<file path="src/dofs_pkg.sv">
`default_nettype none
package dofs_pkg;

   // Clock and index pulse hold time.
   localparam int CLK_HZ           = 25_000_000;
   localparam int IDX_HOLD_MS      = 10;
   // A longest time, so the cycle count rounds down.
   localparam int IDX_HOLD_CYC_DEF = (IDX_HOLD_MS * CLK_HZ) / 1000;
   localparam int IDX_W            = 18;

   localparam int SEL_W    = 6;
   localparam int NUM_TERM = 4;
   localparam int SRC_N    = 64;

   // Terminal positions in the terminal vector.
   localparam int T_RELAY1 = 0;
   localparam int T_RELAY2 = 1;
   localparam int T_COLL   = 2;
   localparam int T_FAST   = 3;

   // Register byte offsets.
   localparam logic [7:0] OFS_SEL_RELAY1 = 8'h00;
   localparam logic [7:0] OFS_SEL_RELAY2 = 8'h04;
   localparam logic [7:0] OFS_SEL_COLL   = 8'h08;
   localparam logic [7:0] OFS_SEL_FAST   = 8'h0C;
   localparam logic [7:0] OFS_CFG        = 8'h10;
   localparam logic [7:0] OFS_VIRT       = 8'h14;
   localparam logic [7:0] OFS_STAT       = 8'h18;

   // Field positions.
   localparam int CFG_FAST_TYPE_BIT = 0;
   localparam int CFG_CARD_EN_BIT   = 1;
   localparam int VIRT_MODBUS_BIT   = 0;
   localparam int VIRT_FIELD_BIT    = 1;
   localparam int VIRT_ETH_BIT      = 2;
   localparam int VIRT_IETH_BIT     = 3;
   localparam int STAT_IDX_BIT      = 4;

   // Values after reset, and the two fast terminal type codes.
   localparam logic [SEL_W-1:0] SEL_RELAY1_RST = 6'h01;
   localparam logic [SEL_W-1:0] SEL_RELAY2_RST = 6'h05;
   localparam logic [SEL_W-1:0] SEL_COLL_RST   = 6'h00;
   localparam logic [SEL_W-1:0] SEL_FAST_RST   = 6'h00;
   localparam logic             FAST_PULSE     = 1'h0;
   localparam logic             FAST_ONOFF     = 1'h1;
   localparam logic             CARD_EN_RST    = 1'h0;
   localparam logic [3:0]       VIRT_RST       = 4'h0;

   // Selection codes.
   localparam logic [SEL_W-1:0] C_NONE    = 6'h00;
   localparam logic [SEL_W-1:0] C_RUN     = 6'h01;
   localparam logic [SEL_W-1:0] C_FWD     = 6'h02;
   localparam logic [SEL_W-1:0] C_REV     = 6'h03;
   localparam logic [SEL_W-1:0] C_JOG     = 6'h04;
   localparam logic [SEL_W-1:0] C_FAULT   = 6'h05;
   localparam logic [SEL_W-1:0] C_LVL1    = 6'h06;
   localparam logic [SEL_W-1:0] C_LVL2    = 6'h07;
   localparam logic [SEL_W-1:0] C_REACH   = 6'h08;
   localparam logic [SEL_W-1:0] C_ZERO    = 6'h09;
   localparam logic [SEL_W-1:0] C_UPLIM   = 6'h0A;
   localparam logic [SEL_W-1:0] C_LOLIM   = 6'h0B;
   localparam logic [SEL_W-1:0] C_READY   = 6'h0C;
   localparam logic [SEL_W-1:0] C_PREEXC  = 6'h0D;
   localparam logic [SEL_W-1:0] C_OVLD    = 6'h0E;
   localparam logic [SEL_W-1:0] C_UNLD    = 6'h0F;
   localparam logic [SEL_W-1:0] C_STAGE   = 6'h10;
   localparam logic [SEL_W-1:0] C_CYCLE   = 6'h11;
   localparam logic [SEL_W-1:0] C_SETCNT  = 6'h12;
   localparam logic [SEL_W-1:0] C_DESCNT  = 6'h13;
   localparam logic [SEL_W-1:0] C_EXTFLT  = 6'h14;
   localparam logic [SEL_W-1:0] C_RUNTIME = 6'h16;
   localparam logic [SEL_W-1:0] C_VMOD    = 6'h17;
   localparam logic [SEL_W-1:0] C_VFIELD  = 6'h18;
   localparam logic [SEL_W-1:0] C_VETH    = 6'h19;
   localparam logic [SEL_W-1:0] C_DCBUS   = 6'h1A;
   localparam logic [SEL_W-1:0] C_INDEX   = 6'h1B;
   localparam logic [SEL_W-1:0] C_PSUP    = 6'h1C;
   localparam logic [SEL_W-1:0] C_STO     = 6'h1D;
   localparam logic [SEL_W-1:0] C_POSDONE = 6'h1E;
   localparam logic [SEL_W-1:0] C_SPZERO  = 6'h1F;
   localparam logic [SEL_W-1:0] C_SPDIV   = 6'h20;
   localparam logic [SEL_W-1:0] C_SPDLIM  = 6'h21;
   localparam logic [SEL_W-1:0] C_VIETH   = 6'h22;
   localparam logic [SEL_W-1:0] C_MODESW  = 6'h24;
   localparam logic [SEL_W-1:0] C_CARD0   = 6'h29;

endpackage : dofs_pkg
`default_nettype wire

</file>
<file path="src/dofs_top.sv">
// The implementer's own choices: the register addresses and the APB slave port.
`timescale 1ns/1ps
`default_nettype none
module dofs_top
   import dofs_pkg::*;
#(
   parameter int INDEX_HOLD_CYC = IDX_HOLD_CYC_DEF // Index output hold in cycles.
) (
   input  wire logic        core_clk,                 // Control clock.
   input  wire logic        srst,                     // Synchronous reset.
   input  wire logic [7:0]  paddr,                    // APB address.
   input  wire logic        psel,                     // APB select.
   input  wire logic        penable,                  // APB enable.
   input  wire logic        pwrite,                   // APB direction.
   input  wire logic [31:0] pwdata,                   // APB write data.
   output logic      [31:0] prdata,                   // APB read data.
   output logic             pready,                   // APB ready.
   output logic             pslverr,                  // APB error.
   input  wire logic        running,                  // Drive running.
   input  wire logic        running_fwd,              // Forward running.
   input  wire logic        running_rev,              // Reverse running.
   input  wire logic        jogging,                  // Jogging.
   input  wire logic        freq_output_on,           // Frequency being output.
   input  wire logic        drive_fault,              // Drive fault.
   input  wire logic        freq_level_detect_one,    // First level flag.
   input  wire logic        freq_level_detect_two,    // Second level flag.
   input  wire logic        freq_reached,             // Frequency reached.
   input  wire logic        out_freq_zero,            // Output frequency zero.
   input  wire logic        ref_freq_zero,            // Reference frequency zero.
   input  wire logic        upper_limit_hit,          // At upper limit.
   input  wire logic        lower_limit_hit,          // At lower limit.
   input  wire logic        main_power_ok,            // Main power established.
   input  wire logic        ctrl_power_ok,            // Control power established.
   input  wire logic        protect_active,           // Protection acting.
   input  wire logic        drive_ready,              // Ready to run.
   input  wire logic        pre_exciting,             // Pre-excitation.
   input  wire logic        overload_alarm,           // Overload pre-alarm.
   input  wire logic        underload_alarm,          // Underload pre-alarm.
   input  wire logic        seq_stage_done,           // Sequencer stage done.
   input  wire logic        seq_cycle_done,           // Sequencer cycle done.
   input  wire logic        set_count_hit,            // Set count reached.
   input  wire logic        des_count_hit,            // Designated count reached.
   input  wire logic        ext_fault,                // External fault.
   input  wire logic        run_time_hit,             // Running time reached.
   input  wire logic        bus_above_uv,             // Bus above undervoltage.
   input  wire logic        index_pulse,              // Encoder index pulse.
   input  wire logic        pulse_superpose,          // Pulse superposition.
   input  wire logic        sto_fault,                // Safe torque off fault.
   input  wire logic        position_done,            // Positioning complete.
   input  wire logic        spindle_zero_done,        // Spindle zeroing done.
   input  wire logic        spindle_div_done,         // Scale division done.
   input  wire logic        speed_limited,            // Frequency limited.
   input  wire logic        mode_switch_done,         // Mode switch-over done.
   input  wire logic        card_collector_out_one,   // Card output.
   input  wire logic        card_collector_out_two,   // Card output.
   input  wire logic        card_fast_out,            // Card output.
   input  wire logic        card_relay_out_one,       // Card output.
   input  wire logic        card_relay_out_two,       // Card output.
   input  wire logic        card_relay_out_three,     // Card output.
   input  wire logic        card_relay_out_four,      // Card output.
   input  wire logic        fast_pulse_src,           // Pulse train for pulse mode.
   output logic             relay_output_one,         // Relay terminal one.
   output logic             relay_output_two,         // Relay terminal two.
   output logic             collector_output,         // Open-collector terminal.
   output logic             fast_pulse_output         // Fast terminal.
);

   logic [SEL_W-1:0]    sel_q [NUM_TERM];
   logic                fast_type_q;
   logic                card_enable_setting_q;
   logic [3:0]          virt_q;
   logic [IDX_W-1:0]    idx_cnt_q;
   logic                idx_active_q;
   logic [SRC_N-1:0]    src_vec;
   logic [NUM_TERM-1:0] term_d;
   logic [NUM_TERM-1:0] term_q;
   logic                fast_q;
   logic [31:0]         rdata_d;
   logic                addr_ok;
   logic                acc;
   logic                wr_fire;
   logic [31:0]         prdata_q;
   logic                pready_q;
   logic                pslverr_q;
   logic [6:0]          card_vec;

   // The slave inserts one wait state so read data can be registered.
   assign acc     = psel && penable;
   assign wr_fire = acc && pready_q && pwrite && addr_ok;

   always_comb begin
      addr_ok = 1'b1;
      rdata_d = 32'h0000_0000;
      case (paddr)
         OFS_SEL_RELAY1: rdata_d[SEL_W-1:0] = sel_q[T_RELAY1];
         OFS_SEL_RELAY2: rdata_d[SEL_W-1:0] = sel_q[T_RELAY2];
         OFS_SEL_COLL:   rdata_d[SEL_W-1:0] = sel_q[T_COLL];
         OFS_SEL_FAST:   rdata_d[SEL_W-1:0] = sel_q[T_FAST];
         OFS_CFG: begin
            rdata_d[CFG_FAST_TYPE_BIT] = fast_type_q;
            rdata_d[CFG_CARD_EN_BIT]   = card_enable_setting_q;
         end
         OFS_VIRT:       rdata_d[3:0] = virt_q;
         OFS_STAT: begin
            rdata_d[NUM_TERM-1:0]      = {fast_q, term_q[T_COLL:T_RELAY1]};
            rdata_d[STAT_IDX_BIT]      = idx_active_q;
         end
         default:        addr_ok = 1'b0;
      endcase
   end

   always_ff @(posedge core_clk) begin
      if (srst) begin
         pready_q  <= 1'b0;
         prdata_q  <= 32'h0000_0000;
         pslverr_q <= 1'b0;
      end else if (acc && !pready_q) begin
         pready_q  <= 1'b1;
         prdata_q  <= pwrite ? 32'h0000_0000 : rdata_d;
         pslverr_q <= !addr_ok;
      end else begin
         pready_q  <= 1'b0;
         prdata_q  <= 32'h0000_0000;
         pslverr_q <= 1'b0;
      end
   end

   assign prdata  = prdata_q;
   assign pready  = pready_q;
   assign pslverr = pslverr_q;

   // Each terminal keeps its own six-bit code; the status word is read-only.
   always_ff @(posedge core_clk) begin
      if (srst) begin
         sel_q[T_RELAY1] <= SEL_RELAY1_RST;
         sel_q[T_RELAY2] <= SEL_RELAY2_RST;
         sel_q[T_COLL]   <= SEL_COLL_RST;
         sel_q[T_FAST]   <= SEL_FAST_RST;
      end else if (wr_fire) begin
         case (paddr)
            OFS_SEL_RELAY1: sel_q[T_RELAY1] <= pwdata[SEL_W-1:0];
            OFS_SEL_RELAY2: sel_q[T_RELAY2] <= pwdata[SEL_W-1:0];
            OFS_SEL_COLL:   sel_q[T_COLL]   <= pwdata[SEL_W-1:0];
            OFS_SEL_FAST:   sel_q[T_FAST]   <= pwdata[SEL_W-1:0];
            default: ;
         endcase
      end
   end

   always_ff @(posedge core_clk) begin
      if (srst) begin
         fast_type_q           <= FAST_PULSE;
         card_enable_setting_q <= CARD_EN_RST;
      end else if (wr_fire && paddr == OFS_CFG) begin
         fast_type_q           <= pwdata[CFG_FAST_TYPE_BIT];
         card_enable_setting_q <= pwdata[CFG_CARD_EN_BIT];
      end
   end

   always_ff @(posedge core_clk) begin
      if (srst) begin
         virt_q <= VIRT_RST;
      end else if (wr_fire && paddr == OFS_VIRT) begin
         virt_q <= pwdata[3:0];
      end
   end

   // A new index pulse reloads the timer, so closely spaced pulses stretch the output.
   always_ff @(posedge core_clk) begin
      if (srst) begin
         idx_cnt_q    <= '0;
         idx_active_q <= 1'b0;
      end else if (index_pulse) begin
         idx_cnt_q    <= IDX_W'(INDEX_HOLD_CYC);
         idx_active_q <= 1'b1;
      end else if (idx_cnt_q > IDX_W'(1)) begin
         idx_cnt_q    <= idx_cnt_q - IDX_W'(1);
      end else begin
         idx_cnt_q    <= '0;
         idx_active_q <= 1'b0;
      end
   end

   assign card_vec = {card_relay_out_four, card_relay_out_three, card_relay_out_two,
                      card_relay_out_one, card_fast_out, card_collector_out_two,
                      card_collector_out_one};

   // Unlisted entries stay zero, so reserved codes read as no function.
   always_comb begin
      src_vec            = '0;
      src_vec[C_RUN]     = running && freq_output_on;
      src_vec[C_FWD]     = running_fwd && freq_output_on;
      src_vec[C_REV]     = running_rev && freq_output_on;
      src_vec[C_JOG]     = jogging && freq_output_on;
      src_vec[C_FAULT]   = drive_fault;
      src_vec[C_LVL1]    = freq_level_detect_one;
      src_vec[C_LVL2]    = freq_level_detect_two;
      src_vec[C_REACH]   = freq_reached;
      src_vec[C_ZERO]    = out_freq_zero && ref_freq_zero;
      src_vec[C_UPLIM]   = upper_limit_hit;
      src_vec[C_LOLIM]   = lower_limit_hit;
      src_vec[C_READY]   = main_power_ok && ctrl_power_ok &&
                           !protect_active && drive_ready;
      src_vec[C_PREEXC]  = pre_exciting;
      src_vec[C_OVLD]    = overload_alarm;
      src_vec[C_UNLD]    = underload_alarm;
      src_vec[C_STAGE]   = seq_stage_done;
      src_vec[C_CYCLE]   = seq_cycle_done;
      src_vec[C_SETCNT]  = set_count_hit;
      src_vec[C_DESCNT]  = des_count_hit;
      src_vec[C_EXTFLT]  = ext_fault;
      src_vec[C_RUNTIME] = run_time_hit;
      src_vec[C_VMOD]    = virt_q[VIRT_MODBUS_BIT];
      src_vec[C_VFIELD]  = virt_q[VIRT_FIELD_BIT];
      src_vec[C_VETH]    = virt_q[VIRT_ETH_BIT];
      src_vec[C_DCBUS]   = bus_above_uv;
      src_vec[C_INDEX]   = idx_active_q;
      src_vec[C_PSUP]    = pulse_superpose;
      src_vec[C_STO]     = sto_fault;
      src_vec[C_POSDONE] = position_done;
      src_vec[C_SPZERO]  = spindle_zero_done;
      src_vec[C_SPDIV]   = spindle_div_done;
      src_vec[C_SPDLIM]  = speed_limited;
      src_vec[C_VIETH]   = virt_q[VIRT_IETH_BIT];
      src_vec[C_MODESW]  = mode_switch_done;
      for (int k = 0; k < 7; k++) begin
         src_vec[int'(C_CARD0) + k] = card_enable_setting_q && card_vec[k];
      end
   end

   // Every terminal indexes the same source vector, so shared codes agree except at the fast terminal in pulse mode.
   always_comb begin
      for (int i = 0; i < NUM_TERM; i++) begin
         term_d[i] = src_vec[sel_q[i]];
      end
   end

   always_ff @(posedge core_clk) begin
      if (srst) begin
         term_q <= '0;
         fast_q <= 1'b0;
      end else begin
         term_q <= term_d;
         // In pulse mode the selected code is ignored and the pulse train is driven.
         fast_q <= (fast_type_q == FAST_PULSE) ? fast_pulse_src : term_d[T_FAST];
      end
   end

   assign relay_output_one  = term_q[T_RELAY1];
   assign relay_output_two  = term_q[T_RELAY2];
   assign collector_output  = term_q[T_COLL];
   assign fast_pulse_output = fast_q;
endmodule : dofs_top
`default_nettype wire

</file>
<file path="config.mk">
export PLATFORM = sky130hd
export DESIGN_NAME = dofs_top
export DESIGN_NICKNAME = d
export VERILOG_FILES = /design/src/dofs_pkg.sv /design/src/dofs_top.sv
export SDC_FILE = /design/constraint.sdc
export NUM_CORES = 1
export LEC_CHECK = 0
export ABC_CLOCK_PERIOD_IN_PS = 2600
export BUFFER_PORTS_ARGS = -buffer_cell sky130_fd_sc_hd__buf_2
export CAP_MARGIN = 10
export CELL_PAD_IN_SITES_DETAIL_PLACEMENT = 1
export CELL_PAD_IN_SITES_GLOBAL_PLACEMENT = 2
export CORE_MARGIN = 4
export CORE_UTILIZATION = 33
export CTS_BUF_LIST = sky130_fd_sc_hd__clkbuf_8
export CTS_CLUSTER_DIAMETER = 150
export DETAILED_ROUTE_END_ITERATION = 7
export PLACE_DENSITY_LB_ADDON = 0.05
export SYNTH_ARGS = -nofsm -noshare
export SYNTH_HDL_FRONTEND = slang
export SYNTH_SLANG_ARGS = --single-unit
</file>
<file path="constraint.sdc">
create_clock -name core_clk -period 2.6 [get_ports core_clk]
set_input_delay 0.13 -clock core_clk [delete_from_list [all_inputs] [get_ports core_clk]]
set_output_delay 0.13 -clock core_clk [all_outputs]
set_load 0.01 [all_outputs]
</file>
==> results.md <==
* Routed len/inst at 21.6 um
* Data required time of the critical path at 2870 ps
* Final-layout setup total negative slack at 0 ps
* Post-layout nets at 614
* Filler cells at 1513
* Worst-case vdd ir drop at 0.266 mV
* Relative contribution of the clock network to total power at 37.1%
* Internal Pwr Total at 1.79 mW
* Std-Cell Rows at 42
* Layout cells sized above 1 at 28.2%
* Final worst setup slack at 347 ps
* Starting density of the core at 34.2%
* Initial DRC count at 323
* Largest fanout on the critical path at 16
* Share of total power in sequential cells at 44.0%
* Final setup violation count at 0
* Count of cell types in the netlist at 73
* Number of flops mapped to enable cells by yosys at 24
* Status: completed
* Largest net degree at the start of global routing at 27
* Maximum clock skew at final layout at 10.3 ps
* Global-route usage over all layers at 19.6%
* Pins over their slew limit at 0
* Total congestion overflow at 0
* Routed Antenna Nets at 0
* Sequential fraction of the synthesis area at 31.9%
* DRC violation count after routing at 0
* # resized after CTS at 0
* Ys Warns at 0
* Kind of launch point of the worst setup path: register
* Async S/R FF share, synth at 0%
* Clock Pin Slew Worst Setup and Hold Paths at 70 ps
* Chip width at 126 um
* #FFs+latches synth at 61
* Synth Cell Area at 4580 um^2
* Setup slack of the worst register-to-register path at 350 ps
* Class of the most critical hold timing path: primary input to register
* Setup repair after global routing missed its margin: false
* Measured slew at the worst slew-check pin at 851 ps
* Endpoint of the most critical setup path: term_q[1]
* Switch share at 28.9%
* Count of input and output buffers at 73
* Worst setup path start: sel_q[1][0]
* Core Region at 13400 um^2
* Avg Vias per Cell at 5.55
* Critical path data arrival time at 2520 ps
* Combinational group share of total power at 18.9%
* Height of the die at 126 um
* Post-CTS Setup Inserts at 0
* Final-report hold violation count at 0
* Worst hold stages at 3
* Relative slew margins at 43.3%
* Length of the first detailed-routing pass in iterations at 4
* Most used flip-flop cell after synthesis: sky130_fd_sc_hd__dfxtp_1
* Setup crit end kind: register
* Worst r2r src: sel_q[1][0]
* Worst slack, placed at 378 ps
* Minimum clock period at 2250 ps
* Number of antenna violations at the first check in global routing at 0
* Via count of the first global-routing pass at 4070
* Cells after Synth at 461
* Endpoint of the most critical register-to-register path: term_q[1]
* Latest clock arrival within the worst-skew pair at 360 ps
* Leak Pwr at 2.12 nW
* Final GP Congestion at 0.859
* Average cell area after synthesis at 9.94 um^2
* Cell chosen for the clock root: sky130_fd_sc_hd__clkbuf_8
* Routed Wire Length at 15200 um
* Top Ports at 126
* Depth of the worst register-to-register path at 5
* Post-route fraction of the period consumed by the critical path at 86.7%
* First-pass GRT wire length at 23800 um
* Achievable clock frequency at 0.444 GHz
* Total via count in the routed design at 3910
* PwrDens at 478 nW/um^2
* Count of hold-fix buffers inserted at cts at 0
* Power dissipated by switching net loads at 0.724 mW
* Die footprint at 15800 um^2
* Diode count at 0
* Number of H-tree branching levels at 3
* Area added between synthesis and finish at 14.5%
* HPWL after detailed placement at 11700 um
* Clock net sink count at 61
* Classification of the worst setup path: register to register
* TritonCTS clock tree: yes
* Largest buffer count on any clock path at 2
* CTS buffer count at 9
* Reported max-cap violation count at 0
[placed cells by master (no fill, tap or decap), types with 4 or more instances in the layout]
cell,n
sky130_fd_sc_hd__a21oi_1,19
sky130_fd_sc_hd__a221oi_1,10
sky130_fd_sc_hd__a31oi_1,10
sky130_fd_sc_hd__and2_1,23
sky130_fd_sc_hd__buf_2,73
sky130_fd_sc_hd__buf_4,10
sky130_fd_sc_hd__clkbuf_8,9
sky130_fd_sc_hd__conb_1,26
sky130_fd_sc_hd__dfxtp_1,37
sky130_fd_sc_hd__edfxtp_1,24
sky130_fd_sc_hd__inv_1,12
sky130_fd_sc_hd__mux2_2,7
sky130_fd_sc_hd__mux2i_1,29
sky130_fd_sc_hd__mux4_2,28
sky130_fd_sc_hd__nand2_1,24
sky130_fd_sc_hd__nand2b_1,8
sky130_fd_sc_hd__nand3_1,5
sky130_fd_sc_hd__nand3b_1,4
sky130_fd_sc_hd__nor2_1,36
sky130_fd_sc_hd__nor2b_1,14
sky130_fd_sc_hd__nor3_1,8
sky130_fd_sc_hd__nor4_1,4
sky130_fd_sc_hd__o21ai_0,6
sky130_fd_sc_hd__o21ai_1,7
sky130_fd_sc_hd__or4_1,4
sky130_fd_sc_hd__xnor2_1,10
sky130_fd_sc_hd__xor2_1,5
[cell families after synthesis]
family | after synthesis | share of synthesized area (%)
compound gates | 86 | 13.1
xor+xnor | 15 | 2.87
fa+ha+maj | 2 | 0.546
buf+inv | 69 | 8.41
flops | 61 | 31.9
mux | 65 | 22.1
other cells | 1 | 0.0818
simple gates | 162 | 21.0
[worst max-delay path, cell delays in order (launching register included)]
cell and delay, ps:
sky130_fd_sc_hd__edfxtp_1 900, sky130_fd_sc_hd__mux2i_1 180, sky130_fd_sc_hd__mux4_2 510, sky130_fd_sc_hd__mux2i_1 270, sky130_fd_sc_hd__nand3b_1 120, sky130_fd_sc_hd__a31oi_1 180
[power groups by stage]
stage | sequential, mW | clock (mW) | combinational [mW]
final | 1.10 | 0.931 | 0.475
after floorplan | 1.09 | 0 | 0.358
after detailed placement | 1.12 | 0 | 0.475
after global placement | 1.12 | 0 | 0.468
after CTS | 1.10 | 0.952 | 0.478
after global routing | 1.11 | 0.999 | 0.528
[cells in the mapped netlist (3+ instances only)]
library cell / n / area, um^2
sky130_fd_sc_hd__a21oi_1: 19 / 95.1
sky130_fd_sc_hd__or4_1: 4 / 30.0
sky130_fd_sc_hd__nand3b_1: 4 / 30.0
sky130_fd_sc_hd__mux4_2: 28 / 631
sky130_fd_sc_hd__buf_2: 11 / 55.1
sky130_fd_sc_hd__a211o_1: 3 / 26.3
sky130_fd_sc_hd__nand3_1: 5 / 25.0
sky130_fd_sc_hd__clkbuf_1: 13 / 48.8
sky130_fd_sc_hd__nor2b_1: 14 / 87.6
sky130_fd_sc_hd__dfxtp_1: 37 / 741
sky130_fd_sc_hd__xor2_1: 5 / 43.8
sky130_fd_sc_hd__a21o_1: 3 / 22.5
sky130_fd_sc_hd__mux2_2: 7 / 78.8
sky130_fd_sc_hd__buf_4: 30 / 225
sky130_fd_sc_hd__nand4_1: 3 / 18.8
sky130_fd_sc_hd__nand2_1: 24 / 90.1
sky130_fd_sc_hd__edfxtp_1: 24 / 721
sky130_fd_sc_hd__mux2i_1: 29 / 290
sky130_fd_sc_hd__nand2b_1: 8 / 50.1
sky130_fd_sc_hd__inv_1: 11 / 41.3
sky130_fd_sc_hd__nor3_1: 8 / 40.0
sky130_fd_sc_hd__o21ai_1: 7 / 35.0
sky130_fd_sc_hd__buf_1: 4 / 15.0
sky130_fd_sc_hd__nor4_1: 4 / 25.0
sky130_fd_sc_hd__a22o_1: 3 / 26.3
sky130_fd_sc_hd__xnor2_1: 10 / 87.6
sky130_fd_sc_hd__o21ai_0: 6 / 30.0
sky130_fd_sc_hd__nor2_1: 36 / 135
sky130_fd_sc_hd__a221oi_1: 10 / 87.6
sky130_fd_sc_hd__a31oi_1: 10 / 62.6
sky130_fd_sc_hd__and2_1: 23 / 144
[per-layer routing]
layer / global-route usage (%) / share of wire (%) / vias to the layer above
met4: 3.53 / 0.76 / 0
met3: 4.91 / 6.3 / 11
met5: 0 / 0 / -
met1: 28.2 / 49 / 1958
li1: - / - / 1815
met2: 30.2 / 44 / 126
[how the worst min path moves through the flow]
stage,from,endpoint,slack (ps)
floorplan,srst,pready,220
global placement,index_pulse,idx_active_q,410
detailed placement,index_pulse,idx_active_q,410
CTS,index_pulse,idx_active_q,40
global route,penable,pready,60
finish,index_pulse,idx_active_q,50
[through the flow]
step	hold WS (ps)	power, mW	util (%)	cell area, um^2	std cells
finish	54.5	2.51	39.2	5250	705
global placement	409	1.59	37.6	5030	689
detailed placement	413	1.60	37.6	5030	689
CTS	38.9	2.53	39.2	5250	705
global route	57.9	2.64	39.2	5250	705
floorplan	217	1.45	-	4680	486
[flip-flops by register name, indices dropped and copies added (netlist names), 3 cells and up]
| register | count |
|---|---|
| sel_q | 24 |
| idx_cnt_q | 18 |
| prdata | 6 |
| virt_q | 4 |
| term_q | 3 |
[area by class of cell]
cell class / instances / area [um^2] / area share, %
Multi-Input combinational cell: 356 / 2830 / 53.9
Clock buffer: 9 / 124 / 2.36
Sequential cell: 61 / 1460 / 27.8
Timing Repair Buffer: 85 / 480 / 9.16
Tap cell: 176 / 220 / 4.20
Clock inverter: 7 / 91.3 / 1.74
Inverter: 11 / 41.3 / 0.787
No activity file was read; power rests on OpenSTA's default activity.
